## src/shared/bcfl_pkg.sv

```systemverilog
// ----------------------------------------------------------------
// timing constants
// ----------------------------------------------------------------
package bcfl_pkg;
    localparam int CORE_PERIOD_NS = 50;
    localparam int MCLK_PERIOD_NS = 250; // 4 MHz master clock
    localparam int MCLK_DIV = MCLK_PERIOD_NS / CORE_PERIOD_NS;
    localparam int OSC_DIV = 20; // master clock ticks per chop oscillator cycle
    localparam logic [2:0] OSC_LAST = 3'h4; // five oscillator cycles per chop period
    localparam logic [2:0] OSC_PRE_FAST = 3'h2; // fast decay fills cycles 3 and 4
    localparam int OC_MASK_NS = 1000;
    localparam int OC_MASK_CYC = (OC_MASK_NS + CORE_PERIOD_NS - 1) / CORE_PERIOD_NS;
    localparam logic [4:0] OC_MASK_LAST = 5'(OC_MASK_CYC - 1);
    localparam int PULSE_NS = 250; // forced charge pulse, one master clock period
    localparam int PULSE_CYC = (PULSE_NS + CORE_PERIOD_NS - 1) / CORE_PERIOD_NS;
    localparam logic [2:0] PULSE_LAST = 3'(PULSE_CYC - 1);

    // ----------------------------------------------------------------
    // register map
    // ----------------------------------------------------------------
    localparam int ADDR_W = 12;
    localparam logic [11:0] CTRL_ADDR = 12'h000;
    localparam logic [11:0] STATUS_ADDR = 12'h004;
    localparam logic [11:0] OCSRC_ADDR = 12'h008;
    localparam int CTRL_STOP_BIT = 0;
    localparam logic CTRL_RESET = 1'b0;
    localparam int ST_THERM_BIT = 0;
    localparam int ST_OC_BIT = 1;
    localparam int ST_LOCK_BIT = 2;
    localparam int ST_CCMODE_BIT = 3;
    localparam int ST_PHASE_LSB = 4; // three bits of oscillator count
    localparam int ST_CHOP_LSB = 7; // two bits of chop state
    localparam int ST_PROT_PIN_BIT = 9;
    localparam int ST_SUPPLY_PIN_BIT = 10;
    localparam logic [31:0] WORD_ZERO = 32'h0000_0000;
    localparam logic LOCK_RESET = 1'b1; // power-up counts as supply lockout

    // ----------------------------------------------------------------
    // types
    // ----------------------------------------------------------------
    typedef enum logic [1:0] {
        BCFL_CHARGE = 2'b00,
        BCFL_SLOW = 2'b01,
        BCFL_FAST = 2'b11
    } bcfl_chop_t;

    typedef enum logic [1:0] {
        BCFL_REG_NONE,
        BCFL_REG_CTRL,
        BCFL_REG_STATUS,
        BCFL_REG_OCSRC
    } bcfl_reg_t;

    // address to register selector
    function automatic bcfl_reg_t bcfl_decode(input logic [11:0] addr);
        bcfl_reg_t r;
        r = BCFL_REG_NONE;
        if (addr == CTRL_ADDR)
            r = BCFL_REG_CTRL;
        else if (addr == STATUS_ADDR)
            r = BCFL_REG_STATUS;
        else if (addr == OCSRC_ADDR)
            r = BCFL_REG_OCSRC;
        return r;
    endfunction
endpackage

```

## src/rtl/bcfl_div.sv

```systemverilog
`timescale 1ns/1ns
// ----------------------------------------------------------------
// enable divider: one tick every DIV enabled cycles
// ----------------------------------------------------------------
module bcfl_div #(
    parameter int DIV = 5
) (
    input wire logic clk,
    input wire logic rst_n,
    input wire logic en,
    output logic tick
);
    localparam int W = $clog2(DIV);
    localparam logic [W-1:0] LAST = W'(DIV - 1);
    localparam logic [W-1:0] ONE = W'(1);
    localparam logic [W-1:0] ZERO = W'(0);

    logic [W-1:0] cnt_q;
    logic [W-1:0] cnt_d;

    // tick on the last enabled count
    assign tick = en && (cnt_q == LAST);

    // next count
    always_comb
    begin
        cnt_d = cnt_q;
        if (en)
            cnt_d = (cnt_q == LAST) ? ZERO : cnt_q + ONE;
    end

    // count register
    always_ff @(posedge clk or negedge rst_n)
    begin
        if (!rst_n)
            cnt_q <= ZERO;
        else
            cnt_q <= cnt_d;
    end
endmodule

```

## src/rtl/bcfl_top.sv

```systemverilog
`timescale 1ns/1ns
// How it works
// - mode select high runs peak current chopping
// - five oscillator cycles, last two fast decay
// - oscillator is master/20, chop is master/100
// - charge until current reaches setting point
// - forced charge pulse at each period start
// - thermal latch cleared by standby toggle, cool
// - toggle while still hot keeps thermal latch
// - thermal detect off while standby low
// - any of eight overcurrents stops all
// - overcurrent ignored for first microsecond
// - overcurrent latch cleared by toggle or lockout
// - overcurrent detect off while standby low
// - protection flag low on thermal or overcurrent
// - supply flag low during supply lockout
// - supply low engages lockout, outputs off
// - supply recovered releases lockout
// - threshold is one third reference over sense
// - mode select low gives direct pwm
// - a low b high drives b to a
// - standby low puts outputs high impedance
module bcfl_top
    import bcfl_pkg::*;
(
    input wire logic CORE_CLK,
    input wire logic RESETN,
    input wire logic STANDBY_N,
    input wire logic DIR_INPUT_A,
    input wire logic DIR_INPUT_B,
    input wire logic PWM_IN,
    input wire logic MODE_SEL,
    input wire logic CURRENT_PEAK,
    input wire logic [7:0] OC_DETECT,
    input wire logic OVER_TEMP,
    input wire logic BELOW_RECOVERY,
    input wire logic SUPPLY_LOW,
    input wire logic SUPPLY_OK,
    input wire logic PSEL,
    input wire logic PENABLE,
    input wire logic PWRITE,
    input wire logic [11:0] PADDR,
    input wire logic [31:0] PWDATA,
    output logic [31:0] PRDATA,
    output logic PREADY,
    output logic PSLVERR,
    output logic BRIDGE_OUT_A,
    output logic BRIDGE_OUT_A_OE_N,
    output logic BRIDGE_OUT_B,
    output logic BRIDGE_OUT_B_OE_N,
    input wire logic PROT_FAULT_FLAG_I,
    output logic PROT_FAULT_FLAG_O,
    output logic PROT_FAULT_FLAG_OE_N,
    input wire logic SUPPLY_FAULT_FLAG_I,
    output logic SUPPLY_FAULT_FLAG_O,
    output logic SUPPLY_FAULT_FLAG_OE_N
);
    // ----------------------------------------------------------------
    // declarations
    // ----------------------------------------------------------------
    logic mclk_tick;
    logic osc_tick;
    bcfl_chop_t chop_q;
    bcfl_chop_t chop_d;
    logic [2:0] osc_q;
    logic [2:0] osc_d;
    logic [2:0] pulse_q;
    logic [2:0] pulse_d;
    logic therm_q;
    logic therm_d;
    logic oc_q;
    logic oc_d;
    logic [7:0] oc_src_q;
    logic [7:0] oc_src_d;
    logic [4:0] oc_cnt_q;
    logic [4:0] oc_cnt_d;
    logic lock_q;
    logic lock_d;
    logic sb_prev_q;
    logic oc_any;
    logic oc_trip;
    logic sb_rise;
    logic run;
    logic out_a_d;
    logic out_b_d;
    logic oe_n_d;
    logic out_a_q;
    logic out_b_q;
    logic oe_n_q;
    logic prot_oe_n_q;
    logic supply_oe_n_q;
    logic stop_q;
    logic stop_d;
    logic [31:0] prdata_q;
    logic [31:0] prdata_d;
    logic err_q;
    logic err_d;
    logic [31:0] status_w;
    bcfl_reg_t sel;

    // ----------------------------------------------------------------
    // master clock and chop oscillator enables
    // ----------------------------------------------------------------
    bcfl_div #(.DIV(MCLK_DIV)) u_mclk_div (
        .clk(CORE_CLK),
        .rst_n(RESETN),
        .en(1'b1),
        .tick(mclk_tick)
    );

    // oscillator runs at master/20, so the period is master/100
    bcfl_div #(.DIV(OSC_DIV)) u_osc_div (
        .clk(CORE_CLK),
        .rst_n(RESETN),
        .en(mclk_tick),
        .tick(osc_tick)
    );

    // ----------------------------------------------------------------
    // chopping phase sequencer
    // ----------------------------------------------------------------
    // next phase: charge, slow decay after peak, fixed fast decay tail
    always_comb
    begin
        chop_d = chop_q;
        osc_d = osc_q;
        pulse_d = pulse_q;
        if (pulse_q != 3'h0)
            pulse_d = pulse_q - 3'h1;
        if (osc_tick)
        begin
            if (osc_q == OSC_LAST)
            begin
                osc_d = 3'h0;
                chop_d = BCFL_CHARGE;
                pulse_d = PULSE_LAST;
            end
            else
            begin
                osc_d = osc_q + 3'h1;
                if (osc_q == OSC_PRE_FAST)
                    chop_d = BCFL_FAST;
            end
        end
        else if (chop_q == BCFL_CHARGE && pulse_q == 3'h0 && CURRENT_PEAK)
            chop_d = BCFL_SLOW;
    end

    // phase registers
    always_ff @(posedge CORE_CLK or negedge RESETN)
    begin
        if (!RESETN)
        begin
            chop_q <= BCFL_CHARGE;
            osc_q <= 3'h0;
            pulse_q <= 3'h0;
        end
        else
        begin
            chop_q <= chop_d;
            osc_q <= osc_d;
            pulse_q <= pulse_d;
        end
    end

    // ----------------------------------------------------------------
    // protection latches
    // ----------------------------------------------------------------
    assign oc_any = STANDBY_N && (|OC_DETECT);
    assign oc_trip = oc_any && (oc_cnt_q == OC_MASK_LAST);
    assign sb_rise = STANDBY_N && !sb_prev_q;

    // next latch state; a new detection wins over any clear
    always_comb
    begin
        therm_d = therm_q;
        oc_d = oc_q;
        oc_src_d = oc_src_q;
        oc_cnt_d = oc_any ? oc_cnt_q + 5'h1 : 5'h0;
        if (oc_trip)
            oc_cnt_d = oc_cnt_q;
        lock_d = lock_q;
        if (SUPPLY_LOW)
            lock_d = 1'b1;
        else if (SUPPLY_OK)
            lock_d = 1'b0;
        if (lock_q)
        begin
            therm_d = 1'b0;
            oc_d = 1'b0;
            oc_src_d = 8'h00;
        end
        if (sb_rise)
        begin
            if (BELOW_RECOVERY)
                therm_d = 1'b0;
            oc_d = 1'b0;
            oc_src_d = 8'h00;
        end
        if (STANDBY_N && OVER_TEMP)
            therm_d = 1'b1;
        if (oc_trip)
        begin
            oc_d = 1'b1;
            oc_src_d = oc_src_q | OC_DETECT;
        end
    end

    // latch registers
    always_ff @(posedge CORE_CLK or negedge RESETN)
    begin
        if (!RESETN)
        begin
            therm_q <= 1'b0;
            oc_q <= 1'b0;
            oc_src_q <= 8'h00;
            oc_cnt_q <= 5'h00;
            lock_q <= LOCK_RESET;
            sb_prev_q <= 1'b0;
        end
        else
        begin
            therm_q <= therm_d;
            oc_q <= oc_d;
            oc_src_q <= oc_src_d;
            oc_cnt_q <= oc_cnt_d;
            lock_q <= lock_d;
            sb_prev_q <= STANDBY_N;
        end
    end

    // ----------------------------------------------------------------
    // bridge drive
    // ----------------------------------------------------------------
    assign run = STANDBY_N && !therm_q && !oc_q && !lock_q && !stop_q;

    // output levels from direction, pwm, mode and chop phase
    always_comb
    begin
        out_a_d = 1'b0;
        out_b_d = 1'b0;
        oe_n_d = 1'b1;
        if (run && (DIR_INPUT_A || DIR_INPUT_B))
        begin
            oe_n_d = 1'b0;
            if (DIR_INPUT_A != DIR_INPUT_B && PWM_IN)
            begin
                if (!MODE_SEL)
                begin
                    out_a_d = DIR_INPUT_A;
                    out_b_d = DIR_INPUT_B;
                end
                else if (chop_q == BCFL_CHARGE)
                begin
                    out_a_d = DIR_INPUT_A;
                    out_b_d = DIR_INPUT_B;
                end
                else if (chop_q == BCFL_FAST)
                begin
                    out_a_d = DIR_INPUT_B;
                    out_b_d = DIR_INPUT_A;
                end
            end
        end
    end

    // output and flag registers
    always_ff @(posedge CORE_CLK or negedge RESETN)
    begin
        if (!RESETN)
        begin
            out_a_q <= 1'b0;
            out_b_q <= 1'b0;
            oe_n_q <= 1'b1;
            prot_oe_n_q <= 1'b1;
            supply_oe_n_q <= 1'b1;
        end
        else
        begin
            out_a_q <= out_a_d;
            out_b_q <= out_b_d;
            oe_n_q <= oe_n_d;
            prot_oe_n_q <= !(therm_q || oc_q);
            supply_oe_n_q <= !lock_q;
        end
    end

    assign BRIDGE_OUT_A = out_a_q;
    assign BRIDGE_OUT_B = out_b_q;
    assign BRIDGE_OUT_A_OE_N = oe_n_q;
    assign BRIDGE_OUT_B_OE_N = oe_n_q;
    assign PROT_FAULT_FLAG_O = 1'b0;
    assign PROT_FAULT_FLAG_OE_N = prot_oe_n_q;
    assign SUPPLY_FAULT_FLAG_O = 1'b0;
    assign SUPPLY_FAULT_FLAG_OE_N = supply_oe_n_q;

    // ----------------------------------------------------------------
    // apb register slave
    // ----------------------------------------------------------------
    assign sel = bcfl_decode(PADDR);
    assign PREADY = 1'b1;
    assign PSLVERR = PSEL && PENABLE && err_q;
    assign PRDATA = prdata_q;

    // status word and register access
    always_comb
    begin
        status_w = WORD_ZERO;
        status_w[ST_THERM_BIT] = therm_q;
        status_w[ST_OC_BIT] = oc_q;
        status_w[ST_LOCK_BIT] = lock_q;
        status_w[ST_CCMODE_BIT] = MODE_SEL;
        status_w[ST_PHASE_LSB +: 3] = osc_q;
        status_w[ST_CHOP_LSB +: 2] = chop_q;
        status_w[ST_PROT_PIN_BIT] = PROT_FAULT_FLAG_I;
        status_w[ST_SUPPLY_PIN_BIT] = SUPPLY_FAULT_FLAG_I;
        prdata_d = prdata_q;
        err_d = err_q;
        stop_d = stop_q;
        if (PSEL && !PENABLE)
        begin
            err_d = (sel == BCFL_REG_NONE);
            case (sel)
                BCFL_REG_CTRL: prdata_d = {31'h0000_0000, stop_q};
                BCFL_REG_STATUS: prdata_d = status_w;
                BCFL_REG_OCSRC: prdata_d = {24'h00_0000, oc_src_q};
                default: prdata_d = WORD_ZERO;
            endcase
        end
        if (PSEL && PENABLE && PWRITE && sel == BCFL_REG_CTRL)
            stop_d = PWDATA[CTRL_STOP_BIT];
    end

    // bus registers
    always_ff @(posedge CORE_CLK or negedge RESETN)
    begin
        if (!RESETN)
        begin
            prdata_q <= WORD_ZERO;
            err_q <= 1'b0;
            stop_q <= CTRL_RESET;
        end
        else
        begin
            prdata_q <= prdata_d;
            err_q <= err_d;
            stop_q <= stop_d;
        end
    end
endmodule

```

## config.mk

```make
export PLATFORM = sky130hd
export DESIGN_NAME = bcfl_top
export DESIGN_NICKNAME = d
export VERILOG_FILES = /design/src/shared/bcfl_pkg.sv /design/src/rtl/bcfl_div.sv /design/src/rtl/bcfl_top.sv
export SDC_FILE = /design/constraint.sdc
export NUM_CORES = 1
export LEC_CHECK = 0
export ABC_CLOCK_PERIOD_IN_PS = 1800
export BUFFER_PORTS_ARGS = -buffer_cell sky130_fd_sc_hd__buf_4
export CAP_MARGIN = 20
export CORE_UTILIZATION = 48
export DETAILED_ROUTE_END_ITERATION = 12
export PLACE_DENSITY = 0.86
export SYNTH_ARGS = -nofsm -noshare
export SYNTH_HDL_FRONTEND = slang
export SYNTH_SLANG_ARGS = --single-unit
```

## constraint.sdc

```tcl
create_clock -name CORE_CLK -period 1.8 [get_ports CORE_CLK]
set_input_delay 0.36 -clock CORE_CLK [delete_from_list [all_inputs] [get_ports CORE_CLK]]
set_output_delay 0.36 -clock CORE_CLK [all_outputs]
set_load 0.03 [all_outputs]
```

Yosys cells after proc, flatten, opt, wreduce, memory -nomap -nowiden
Index checks and enable logic that the tools add are counted.
- input port bits: 69
- logic and storage cells: 113
- output and inout bits: 42
- flip-flop bits (word level): 72
- bitwise gates (word level): 1
- reduce and logical (&&, ||, !) cells: 37
- $add $sub $neg: 5
- multiplexer cells: 38
- equal/unequal tests: 13
- operators by type and width (cell ; number):
    11-bit case mux with 3 select lines ; 1
    8-bit 2-to-1 mux ; 3
    1-bit 2-to-1 mux ; 20
    1-bit logical AND ; 18
    3-bit 2-to-1 mux ; 5
    2-bit 2-to-1 mux ; 7
    12-bit by 3-bit equality test with 1-bit output, second input constant ; 1
    12-bit by 4-bit equality test with 1-bit output, second input constant ; 1
    12-bit zero test ; 1
    5-bit by 1-bit adder with 5-bit output, second input constant ; 2
    5-bit equality test, second input constant ; 2
    5-bit 2-to-1 mux ; 2
    8-bit bitwise OR ; 1
    8-bit OR reduction ; 1
    1-bit zero test ; 7
    3-bit by 1-bit adder with 3-bit output, second input constant ; 2
    2-bit equality test, second input constant ; 3
    3-bit equality test, second input constant ; 2
    3-bit nonzero test ; 2
    2-bit zero test ; 2
    2-bit nonzero test ; 2
    3-bit by 2-bit equality test with 1-bit output, second input constant ; 1
    3-bit zero test ; 1
    3-bit by 1-bit != test with 1-bit output, second input constant ; 1
    other kinds (5) ; 6

Longest topological paths before layout
- depth after elaboration: 7
- depth in mapped cells: 6
- gate-level depth less buffers: 6

Hierarchy
A second synthesis with hierarchy kept.
- cell total of the unflattened synthesis: 246
- area, all modules: 2615.0 µm²
- modules (own cells, without submodules) (module ; area each (µm²) ; seq. area each (µm²) ; cells each ; times used):
    bcfl_top ; 2197.1 ; 1081.0 ; 208 ; 1
    bcfl_div at u_osc_div ; 254.0 ; 125.1 ; 23 ; 1
    bcfl_div at u_mclk_div ; 163.9 ; 75.1 ; 15 ; 1

Worst setup path after synthesis
Ideal clock, no wire load.
- kind: reg-to-reg
- from: register oc_cnt_q[0]
- to: register oc_src_q[0]
- data arrival time: 1.404 ns
- library setup time: 0.123 ns
- clock period less this slack: 1.527 ns
- path slack: 0.273 ns
- buffers on the path: 1
- stages on the path, launching flop included: 7
- required time: 1.677 ns
- cells stage by stage: dfrtp_1 ha_1 and4bb_1 and2_1 buf_2 a21oi_2 nor2_1
- word-level cells in the longest chain between the ends: 3
- elaborated cells on any way between the ends: 4
- classes of those cells: eq/ne (1); mux (1); reduce/logical (2)
- RTL lines (element ; RTL line ; RTL):
    start, declared ; bcfl_top.sv:75 ; logic [4:0] oc_cnt_q;
    start signal, assigned ; bcfl_top.sv:226 ; oc_cnt_q <= oc_cnt_d;
    5-bit equality test (*) ; bcfl_top.sv:170 ; assign oc_trip = oc_any && (oc_cnt_q == OC_MASK_LAST);
    1-bit logical AND (*) ; bcfl_top.sv:170 ;
    3-bit nonzero test (no source line) or 8-bit 2-to-1 mux (tied branches) ; - ;
    end signal, assigned ; bcfl_top.sv:225 ; oc_src_q <= oc_src_d;
    end, declared ; bcfl_top.sv:73 ; logic [7:0] oc_src_q;
Mark *: on every way between the ends. The rest lies on a longest branch, timed or not.
A chain may end at the register's enable or synchronous reset.

Final worst setup path
- from: register oc_cnt_q[0]
- to: register oc_src_q[4]
Same word-level chain as after synthesis.

==> flow_summary.yaml <==
status:
  status: "finished, final reports clean"
power_and_ir_drop:
  leakagePower_nw: 1.53
  ir_drop_v: 0.000401
  power_density_nw_per_um2: 677
  power_mw: 2.12
yosys:
  ys.flop_type: "dfrtp_1"
  ys_seq_area_frac: 0.489
  synth_edf_count: 0
  synth.cell_area_sq_um: 2620
  syn_avg_cell_area_sq_um: 10.7
  synth_cell_types: 50
  ys_async_sr_fraction: 1.00
  synth_seq_cells: 51
  yosys_warnings: 0
  synth_cells: 244
global_route:
  grt-ovfl-total: 0
  antenna_found_initial: 0
  grt_pass1_wl_um: 7850
  track_usage: 0.183
  grt_start_max_net_pins: 52
  grt_pass1_vias: 1775
finish:
  nNetsFinal: 382
  final_common_cell: "buf_4"
  final_cells: 374
  syn_to_final_growth_pct: 19.2
  antenna_cells: 0
  fill_cells: 428
  layout-drive-gt1-share: 0.289
  layout_common_cells: "buf_4 (59), dfrtp_1 (47), conb_1 (24), nor2_1 (19), nand2_1 (13)"
die:
  die-area_sq_um: 5760
  die_h_um: 75.9
  die_width_um: 75.9
  row_count: 26
  coreArea_sq_um: 5170
  io_pins: 111
  start_util: 0.507
clock_tree:
  clock_latency_ps: 300
  cts_buffers: 5
  cts_root_buf: "clkbuf_8"
  post_cts_buffers: 0
  clock_sinks: 51
  ctsHtreeMaxLevel: 2
  cts_tree: "yes"
  clk_path_buf_depth: 2
  cts.reportedPaths.clkPinSlew_ps: 90
  cts_hold_buffers: 0
  cts.repair.resized: 0
sta:
  setup_violations: 0
  finalHoldViolCount: 0
  fin_skew_ps: 10.1
  drv_slew: 0
  worst_slew_pin_slew_ps: 644
  setup_ws_ps: 95.1
  setup_tns_ps: 0
  relSlewSlack: 0.571
  min_period_over_period: 0.947
  rsz0062_at_grt: "false"
  fin_crit_ps: 1700
  max_freq_ghz: 0.587
worst_setup_path:
  crit_fanout: 8
  crit_start: "oc_cnt_q[0]"
  reg2reg_from: "oc_cnt_q[0]"
  end_kind: "flip-flop"
  crit_type: "reg -> reg"
  cp-start-kind: "flip-flop"
  crit_arrival_ps: 1910
  cp.required_ps: 2000
drt:
  wl_per_cell_um: 13.5
  vias_per_cell: 5.16
  dr.pass1.iters: 4
  dr.first_iter.drc_count: 97
  ant_nets: 0
  vias: 1930
  drt-total-wl_um: 5060
  drcViolationCount: 0
flow_run:
  drv_cap: 0
placed_design:
  gp_congestion: 0.765
  dp_cells: 366
  dp_hpwl_um: 3750
  portBuffers: 55
  pre_cts_ws_ps: 60.8
min_path:
  hold_path.class: "in -> async"
[path summary, 6_finish.rpt]
kind	to	slack, ps	cells after the start
max reg2reg	oc_src_q[4]	100	5
max in group asynchronous	pulse_q[1]	1290	1
min reg2reg	u_mclk_div.cnt_q[0]	460	1
min in group CORE_CLK	lock_q	200	2
max	oc_src_q[4]	100	5
min	BRIDGE_OUT_A	70	1
[Yosys cell counts, types with 3 or more instances]
cell type | count | area, sq um
dfstp_2 | 4 | 105
a21oi_1 | 11 | 55.1
dfrtp_1 | 47 | 1180
nor4_1 | 3 | 18.8
o21ai_1 | 4 | 20.0
inv_1 | 11 | 41.3
buf_4 | 26 | 195
xor2_1 | 5 | 43.8
nor2b_1 | 5 | 31.3
and2_2 | 6 | 45.0
a22o_1 | 8 | 70.1
nand2b_1 | 6 | 37.5
o21ai_0 | 7 | 35.0
mux2i_1 | 3 | 30.0
a221o_1 | 7 | 70.1
nand2_1 | 13 | 48.8
nand3_1 | 6 | 30.0
ha_1 | 10 | 125
nand4_1 | 3 | 18.8
nor2_1 | 19 | 71.3
[power by group]
part	total [mW]	leakage (nW)	switching (mW)	internal (mW)
combinational	0.250	0.812	0.165	0.0843
clock	0.691	0.0484	0.375	0.316
sequential	1.17	0.668	0.0108	1.16
total	2.12	1.53	0.551	1.56
[registers in the layout, indices dropped and copies added (netlist names), 2 cells and up]
name	count
oc_src_q	8
u_mclk_div.cnt_q	3
PRDATA	11
chop_q	2
u_osc_div.cnt_q	5
pulse_q	3
oc_cnt_q	5
osc_q	3
[worst max-delay path, stage by stage, from the launching register on]
cell	delay, ps
dfrtp_1	420
ha_1	250
and4bb_1	250
and2_2	270
a21o_1	230
a22o_1	190
[per-layer routing]
layer,up-vias,routed length [um],global-route usage
met3,5,309,0.0516
met1,941,2140,0.221
met2,55,2580,0.324
met5,-,0,0
li1,929,-,-
met4,0,35,0.0370
[stage by stage]
stage | hold WS, ps | cell area, sq um | utilization
3_5_place_dp | 427 | 3020 | 0.584
5_1_grt | 111 | 3120 | 0.604
6_report | 67.6 | 3120 | 0.604
3_3_place_gp | 419 | 3020 | 0.584
4_1_cts | 95.6 | 3120 | 0.603
2_1_floorplan | 64.4 | 2700 | -
[layout make-up]
class	instances	area, sq um	area share
clock buffer	7	86.3	0.0276
timing repair buffer	59	443	0.142
sequential	51	1280	0.410
tap	70	87.6	0.0280
inverter	11	41.3	0.0132
multi-input combinational	175	1170	0.376
clock inverter	1	8.76	0.00280
[cell families (layout without fill, tap and decap cells)]
| logic type | Yosys count | after routing | share of synthesized area |
|---|---|---|---|
| simple gates | 83 | 83 | 0.197 |
| buf+inv | 40 | 78 | 0.0965 |
| mux | 5 | 5 | 0.0201 |
| fa+ha+maj | 10 | 10 | 0.0478 |
| xor+xnor | 6 | 6 | 0.0201 |
| other cells | 2 | 24 | 0.00287 |
| flops | 51 | 51 | 0.489 |
| compound gates | 47 | 47 | 0.127 |
Note: power is estimated with default switching activity, not from simulation.
